File: src/include/sbmc_pkg.sv
/*
 Package for the sensor bus mode and configuration register bank: offsets,
 field positions, reset values, period tables and the register access struct.
 Assumes a single 40 MHz clock domain on the device side.
*/
package sbmc_pkg;

	// Register offsets.
	localparam logic [7:0] SBMC_OFS_NODE_ADDR = 8'h11;
	localparam logic [7:0] SBMC_OFS_BDIAG_CFG = 8'h12;
	localparam logic [7:0] SBMC_OFS_CR_CFG = 8'h13;
	localparam logic [7:0] SBMC_OFS_PER_EN = 8'h15;

	// Field positions.
	localparam int SBMC_NODE_ADDR_MSB = 3;
	localparam int SBMC_BDIAG_EN_BIT = 0;
	localparam int SBMC_TRAIN_RST_BIT = 4;
	localparam int SBMC_CR_PER_MSB = 3;
	localparam int SBMC_CR_PER_LSB = 2;
	localparam int SBMC_TRAIN_EN_BIT = 1;
	localparam int SBMC_SAMPLE_SEL_BIT = 0;
	localparam int SBMC_PER_EN_BIT = 7;

	// Reset values.
	localparam logic [7:0] SBMC_RST_NODE_ADDR = 8'h00;
	localparam logic [7:0] SBMC_RST_BDIAG_CFG = 8'h00;
	localparam logic [7:0] SBMC_RST_CR_CFG = 8'h00;
	localparam logic [7:0] SBMC_RST_PER_EN = 8'h00;

	// Writable bit masks; other bits read zero.
	localparam logic [7:0] SBMC_MSK_NODE_ADDR = 8'h0f;
	localparam logic [7:0] SBMC_MSK_BDIAG_CFG = 8'h01;
	localparam logic [7:0] SBMC_MSK_CR_CFG = 8'h1f;
	localparam logic [7:0] SBMC_MSK_PER_EN = 8'h80;

	// Periodic period in microseconds per code.
	localparam int SBMC_PER_US_0 = 500;
	localparam int SBMC_PER_US_1 = 125;
	localparam int SBMC_PER_US_2 = 250;
	localparam int SBMC_PER_US_3 = 333;
	localparam int SBMC_PER_US_4 = 500;
	localparam int SBMC_PER_US_5 = 1000;
	localparam int SBMC_PER_US_6 = 2000;
	localparam int SBMC_PER_US_7 = 4000;

	// Clock rate used to turn periods into cycle counts.
	localparam int SBMC_CLK_MHZ = 40;

	typedef enum logic [1:0]
	{
		SBMC_MODE_CMDRSP = 2'b00,
		SBMC_MODE_PERIODIC = 2'b01,
		SBMC_MODE_PER_DIAG = 2'b11
	} sbmc_mode_e;

	typedef enum logic [1:0]
	{
		SBMC_OSC_HOLD = 2'b00,
		SBMC_OSC_DEFAULT = 2'b01,
		SBMC_OSC_TRAIN = 2'b10
	} sbmc_osc_e;

	// One register access from the command decoder.
	typedef struct packed
	{
		logic wr;
		logic rd;
		logic [7:0] addr;
		logic [7:0] wdata;
	} sbmc_req_s;

endpackage : sbmc_pkg

File: src/rtl/sbmc_regs.sv
/*
 Mode and configuration register bank of the sensor bus slave. Holds the node
 address shadow, background diagnostic enable, command/response configuration
 and the one-way periodic mode enable, and decodes them into mode controls.
 Assumes the command decoder on the same clock presents register accesses and
 the enter-periodic command as single-cycle strobes, and that OTP values are
 stable while rst_b is low and for the first cycle after its release.
*/
// Behaviour
// - Zero address: acquire address by discovery or command
// - Non-zero address: skip discovery, answer at it
// - Address writable; lock restores OTP value on reset
// - Address is bits 3:0 at 0x11
// - Shadow address covered by array check
// - 0x12 bit 0 enables background diagnostics
// - 0x13 holds training reset, period, enable, sample
// - Period code selects 1, 2, 4, 8 times
// - Period code used only for oscillator training
// - Training enabled: train oscillator from bus timing
// - Disabled, reset clear: hold last trained value
// - Disabled, reset set: return to default value
// - Sample select picks latency reference point
// - Periodic enable bit 7 at 0x15, two setters
// - Periodic enable cleared only by device reset
// - Enabling periodic locks registers, starts array check
// - Enable bits select active operating modes
// - Periodic code maps to its period table
`timescale 1ns/1ps
module sbmc_regs
	import sbmc_pkg::*;
#(
	parameter int CYC_W = 21
)
(
	// Clock and reset
	input wire logic mclk,
	input wire logic rst_b,
	// One-time-programmable values
	input wire logic [3:0] otp_node_addr,
	input wire logic otp_user_lock,
	input wire logic [2:0] periodic_period_code,
	// Register access from the command decoder
	input wire sbmc_req_s req,
	output logic [7:0] rdata,
	output logic rvalid,
	// Events from the command decoder
	input wire logic enter_periodic_cmd,
	input wire logic discovery_addr_valid,
	input wire logic [3:0] discovery_addr,
	// Decoded controls
	output logic [3:0] node_address,
	output logic discovery_participate,
	output logic command_response_active,
	output logic periodic_active,
	output logic background_diag_active,
	output logic config_locked,
	output logic array_check_start,
	output logic array_check_enable,
	output logic [7:0] array_check_sum,
	output sbmc_osc_e osc_training_state,
	output logic latency_from_cmd_edge,
	output logic [CYC_W-1:0] training_period_cycles
);

	// 4000 us at 40 MHz is 160000 cycles; the eight-fold multiplier needs 21 bits.
	initial
	begin
		if (CYC_W < 21 || CYC_W > 31)
			$error("sbmc_regs: CYC_W must lie in 21..31");
	end

	logic [3:0] addr_q;
	logic init_q;
	logic bdiag_en_q;
	logic [4:0] cr_cfg_q;
	logic per_en_q;
	logic per_en_d;
	logic per_en_prev_q;
	logic wr_ok;

	// Period in microseconds for the periodic code.
	function automatic int per_us(input logic [2:0] code);
		int r;
		r = SBMC_PER_US_0;
		unique case (code)
			3'h0: r = SBMC_PER_US_0;
			3'h1: r = SBMC_PER_US_1;
			3'h2: r = SBMC_PER_US_2;
			3'h3: r = SBMC_PER_US_3;
			3'h4: r = SBMC_PER_US_4;
			3'h5: r = SBMC_PER_US_5;
			3'h6: r = SBMC_PER_US_6;
			3'h7: r = SBMC_PER_US_7;
		endcase
		return r;
	endfunction : per_us

	// Configuration writes are refused once periodic mode has locked them.
	assign wr_ok = req.wr && !per_en_q;

	// Reset can only load a constant, so the OTP address is copied one cycle
	// after release. The copy is taken whether or not the user lock is set, so
	// a locked part always comes back at its programmed address.
	always_ff @(posedge mclk or negedge rst_b)
	begin
		if (!rst_b)
			init_q <= 1'b1;
		else
			init_q <= 1'b0;
	end

	always_ff @(posedge mclk or negedge rst_b)
	begin
		if (!rst_b)
			addr_q <= SBMC_RST_NODE_ADDR[3:0];
		else if (init_q)
			addr_q <= otp_node_addr;
		else if (wr_ok && req.addr == SBMC_OFS_NODE_ADDR)
			addr_q <= req.wdata[SBMC_NODE_ADDR_MSB:0];
		else if (discovery_addr_valid && addr_q == 4'h0)
			addr_q <= discovery_addr;
	end

	always_ff @(posedge mclk or negedge rst_b)
	begin
		if (!rst_b)
			bdiag_en_q <= SBMC_RST_BDIAG_CFG[SBMC_BDIAG_EN_BIT];
		else if (wr_ok && req.addr == SBMC_OFS_BDIAG_CFG)
			bdiag_en_q <= req.wdata[SBMC_BDIAG_EN_BIT];
	end

	always_ff @(posedge mclk or negedge rst_b)
	begin
		if (!rst_b)
			cr_cfg_q <= SBMC_RST_CR_CFG[4:0];
		else if (wr_ok && req.addr == SBMC_OFS_CR_CFG)
			cr_cfg_q <= req.wdata[4:0];
	end

	// Periodic enable is one-way: a written zero is ignored.
	always_comb
	begin
		per_en_d = per_en_q;
		if (enter_periodic_cmd)
			per_en_d = 1'b1;
		if (req.wr && req.addr == SBMC_OFS_PER_EN && req.wdata[SBMC_PER_EN_BIT])
			per_en_d = 1'b1;
	end

	always_ff @(posedge mclk or negedge rst_b)
	begin
		if (!rst_b)
		begin
			per_en_q <= SBMC_RST_PER_EN[SBMC_PER_EN_BIT];
			per_en_prev_q <= 1'b0;
		end
		else
		begin
			per_en_q <= per_en_d;
			per_en_prev_q <= per_en_q;
		end
	end

	// Read data, registered; unmapped offsets read zero.
	always_ff @(posedge mclk or negedge rst_b)
	begin
		if (!rst_b)
		begin
			rdata <= 8'h00;
			rvalid <= 1'b0;
		end
		else
		begin
			rvalid <= req.rd;
			rdata <= 8'h00;
			if (req.rd)
			begin
				unique case (req.addr)
					SBMC_OFS_NODE_ADDR: rdata <= {4'h0, addr_q} & SBMC_MSK_NODE_ADDR;
					SBMC_OFS_BDIAG_CFG: rdata <= {7'h00, bdiag_en_q} & SBMC_MSK_BDIAG_CFG;
					SBMC_OFS_CR_CFG: rdata <= {3'h0, cr_cfg_q} & SBMC_MSK_CR_CFG;
					SBMC_OFS_PER_EN: rdata <= {per_en_q, 7'h00} & SBMC_MSK_PER_EN;
					default: rdata <= 8'h00;
				endcase
			end
		end
	end

	// Oscillator training state.
	always_comb
	begin
		if (cr_cfg_q[SBMC_TRAIN_EN_BIT])
			osc_training_state = SBMC_OSC_TRAIN;
		else if (cr_cfg_q[SBMC_TRAIN_RST_BIT])
			osc_training_state = SBMC_OSC_DEFAULT;
		else
			osc_training_state = SBMC_OSC_HOLD;
	end

	// Expected command spacing for training; zero when training is off, since
	// command decoding never depends on it.
	always_comb
	begin
		logic [CYC_W-1:0] base;
		base = CYC_W'(per_us(periodic_period_code) * SBMC_CLK_MHZ);
		if (cr_cfg_q[SBMC_TRAIN_EN_BIT])
			training_period_cycles = base << cr_cfg_q[SBMC_CR_PER_MSB:SBMC_CR_PER_LSB];
		else
			training_period_cycles = '0;
	end

	assign node_address = addr_q;
	assign discovery_participate = (addr_q == 4'h0) && !per_en_q;
	assign command_response_active = !per_en_q;
	assign periodic_active = per_en_q;
	assign background_diag_active = per_en_q && bdiag_en_q;
	assign config_locked = per_en_q;
	assign array_check_start = per_en_q && !per_en_prev_q;
	assign array_check_enable = per_en_q;
	// Read/write array signature includes the address shadow.
	assign array_check_sum = {4'h0, addr_q} ^ {7'h00, bdiag_en_q} ^ {3'h0, cr_cfg_q}
		^ {per_en_q, 7'h00};
	assign latency_from_cmd_edge = cr_cfg_q[SBMC_SAMPLE_SEL_BIT];

endmodule : sbmc_regs

File: config.mk
export PLATFORM = sky130hd
export DESIGN_NAME = sbmc_regs
export DESIGN_NICKNAME = d
export VERILOG_FILES = /design/src/include/sbmc_pkg.sv /design/src/rtl/sbmc_regs.sv
export SDC_FILE = /design/constraint.sdc
export NUM_CORES = 1
export LEC_CHECK = 0
export ABC_AREA = 1
export BUFFER_PORTS_ARGS = -buffer_cell sky130_fd_sc_hd__buf_2
export CAP_MARGIN = 20
export CELL_PAD_IN_SITES_DETAIL_PLACEMENT = 2
export CELL_PAD_IN_SITES_GLOBAL_PLACEMENT = 2
export CORE_AREA = 2 2 95 97
export DETAILED_ROUTE_END_ITERATION = 12
export DIE_AREA = 0 0 97 99
export GPL_TIMING_DRIVEN = 0
export PLACE_DENSITY = 0.83
export SYNTH_ARGS = -nofsm -noshare
export SYNTH_HDL_FRONTEND = slang
export SYNTH_SLANG_ARGS = --single-unit
File: constraint.sdc
create_clock -name mclk -period 3.5 [get_ports mclk]
set_input_delay 0.35 -clock mclk [delete_from_list [all_inputs] [get_ports mclk]]
set_output_delay 0.35 -clock mclk [all_outputs]
set_load 0.01 [all_outputs]
==> metrics <==
Fin Setup TNS=0 ps; gr ovfl total=0; min Tclk post-route=3100 ps; critical path's most frequent cell=ha_1; FFs w/ async S/R, synth=1.00; maximum fanout along the worst path=8; Seq/Total Area, Yosys=0.224; Rows=34; status=finished, final reports clean; critical path type=input pin to output pin; TritonCTS clock tree=yes; drt total wl=roughly 8400 um; clock transition at the registers of the reported paths=80 ps; Pint=between 0.5 and 0.6 mW; Syn Std Cell Area=roughly 0.0022 mm^2; core area=between 0.008 and 0.009 mm^2; RD Place Congestion=roughly 0.80; Fmax achieved=~320 MHz; sequential cell area=roughly 500 um^2; Seq cells post-synth=20; Unique masters post-synth=36; Area contributors post-synth=dfrtp_1, nand2_1, ha_1; first-pass iteration count of the detailed router=4; worst vdd ir=approximately 0.00024 V; CP top delay family=adder cells; initial antenna violation count=0; Sw Share=0.369; Antenna Nets Post-Route=0; Seq pwr share=0.312; I/O pin cnt=86; H-tree depth=1; diode count=0; vias in the first global route=between 2000 and 3000; period utilization=0.885; Worst Setup End Kind=output pin; Pleak=about 1.6 nW; Levels on crit path=14; largest net degree at the start of global routing=21; Max-Slew Margin vs Limit=0.670; starting density of the core=0.262; Hold Path Class=input pin to asynchronous set/reset pin; hold slack=between 20 and 30 ps; Via-to-Cell Ratio=~4.8; cts hold-fix bufs=0; number of flops mapped to enable cells by yosys=0; Yosys top cell by area=dfrtp_1; initial DRC count=39; CP Launch Type=input pin; Sink Count=20; final number of setup-violating endpoints=0; CTS Buffer Depth=2; chip width=roughly 97 um; Fin. Hold Viols=0; syn avg cell area=around 6.6 um^2; Max-Cap Viols=0; combinational power share=0.388; unrepaired setup endpoints after global routing=false; Port Buffers=74; TritonCTS Buffers=3; PostCTS Resize Cnt=0; post-DR wirelength/cell=15.7 um; clock network power share=0.299; # DRC=0; area of the multi-input gates=roughly 0.0014 mm^2; worst endpoint required time=around 3200 ps; clk_skew=between 2 and 2.5 ps; Synth top area share=0.213; PwrDens=about 280 mW/mm^2; Top FF cell, synth=dfrtp_1; clk root buf=clkbuf_8; fin. max-slew vios=0; setup bufs post-CTS=0; Fillers=around 1100; Worst path max stage delay=around 370 ps; critical path arrival=2750 ps; critical path's slowest cell=ha_1; R2R depth=5; Die Y=between 90 and 100 um; CP Buf/Inv Count=3; Die Area=approximately 0.0096 mm^2; vias=approximately 2500; Area Overhead vs Synth=27.1%; Gate Count Post-Synth=340; Slew @ Worst Pin=between 400 and 500 ps; Total Routing Usage GR=0.179; Final #Nets=between 400 and 500; detailed placement HPWL=roughly 6800 um; Ys Warns=0; first-pass GRT wire length=about 14000 um; worst path cell trace=buf_2, ha_1, inv_1, nor2_1, a21oi_1, ha_1, ha_1, a21oi_1, o21ai_2, xnor2_1, nand2_1, nand3_1, o21ai_0, buf_2; layout cells sized above 1=0.268; Worst-Skew Late Latency=260 ps; NetSw=~0.29 mW
-- final cells by class --
| cell class | count | share of cell area |
|---|---|---|
| clock buffer | 3 | 0.0145 |
| tap | 108 | 0.0475 |
| sequential | 20 | 0.176 |
| clock inverter | 1 | 0.0106 |
| buffer | 17 | 0.0427 |
| multi-input combinational | 258 | 0.507 |
| inverter | 52 | 0.0704 |
| timing repair buffer | 74 | 0.130 |
-- cell families after synthesis --
| group | after synthesis | share of synthesized area |
|---|---|---|
| AOI/OAI and AO/OA | 53 | 0.130 |
| xor gates and xnor gates | 9 | 0.0352 |
| adders and majority gates | 23 | 0.129 |
| buffers and inverters | 69 | 0.144 |
| DFF | 20 | 0.224 |
| muxes | 1 | 0.00503 |
| other | 1 | 0.00168 |
| and+or+nand+nor | 164 | 0.331 |
-- registers in the layout, indices dropped and copies added, names as in the netlist --
register / count
rdata: 6
cr_cfg_q: 5
node_address: 4
array_check_enable: 1
bdiag_en_q: 1
init_q: 1
per_en_prev_q: 1
rvalid: 1
-- worst paths after layout --
path	slack, ps	endpoint	from
worst min-delay path	30	node_address[1]$_DFFE_PN0P_	rst_b
worst max-delay path	400	training_period_cycles[11]	periodic_period_code[1]
max in group asynchronous	3130	init_q$_DFF_PN1_	rst_b
worst max register to register	2020	node_address[2]$_DFFE_PN0P_	array_check_enable$_DFFE_PN0P_
min in group mclk	220	rvalid$_DFF_PN0_	req[16]
worst min register to register	570	per_en_prev_q$_DFF_PN0_	array_check_enable$_DFFE_PN0P_
-- cells in the mapped netlist (3+ instances only) --
| master | count |
|---|---|
| nor2_1 | 28 |
| inv_2 | 3 |
| buf_2 | 4 |
| a21oi_1 | 15 |
| dfrtp_1 | 19 |
| xor2_1 | 6 |
| xnor2_1 | 3 |
| o22ai_1 | 6 |
| ha_1 | 23 |
| inv_1 | 47 |
| o21ai_0 | 12 |
| nor3_1 | 4 |
| nand2_2 | 4 |
| o21ai_1 | 13 |
| buf_4 | 12 |
| nand2_1 | 78 |
| nand3_1 | 39 |
-- routing by layer --
metal	vias to the layer above	share of wire	global-route usage	wire, um
met1	1227	0.38	0.194	3190
met4	0	0.014	0.0455	116
met2	58	0.57	0.364	4750
li1	1250	-	-	-
met5	-	0	0	0
met3	8	0.039	0.0234	331
-- placed cells by master (no fill, tap or decap), types with 2 or more instances in the layout --
cell type   n
nand2_2     4
conb_1      8
o22ai_1     6
nor2_2      3
buf_2      78
nand2_4     2
xnor2_1     3
o21ai_0    12
clkbuf_8    3
nand4_1     2
dfrtp_1    19
o211ai_1    2
o21ai_1    13
nand3_1    39
nor3_1      4
inv_2       3
xor2_1      6
ha_1       23
nor2_1     27
a21o_1      2
nand2_1    78
inv_1      47
a21oi_1    15
buf_4      12
-- through the flow --
| stage | instances | power [mW] | instance area [um^2] | utilization | setup WS [ps] |
|---|---|---|---|---|---|
| final | 533 | 0.798 | 2840 | 0.332 | 401 |
| after global routing | 533 | 0.860 | 2840 | 0.332 | 116 |
| after CTS | 533 | 0.808 | 2840 | 0.332 | 265 |
| after detailed placement | 529 | 0.563 | 2770 | 0.324 | 277 |
| after global placement | 529 | 0.549 | 2770 | 0.324 | 331 |
| after floorplan | 347 | 0.460 | 2260 | - | 977 |
-- power by group through the flow --
stage / combinational, mW / sequential, mW / clock [mW]
after global routing: 0.357 / 0.250 / 0.252
after global placement: 0.295 / 0.254 / 0
after CTS: 0.315 / 0.249 / 0.244
after detailed placement: 0.310 / 0.253 / 0
after floorplan: 0.206 / 0.253 / 0
final: 0.310 / 0.249 / 0.239
(Power assumes the default switching activity.)
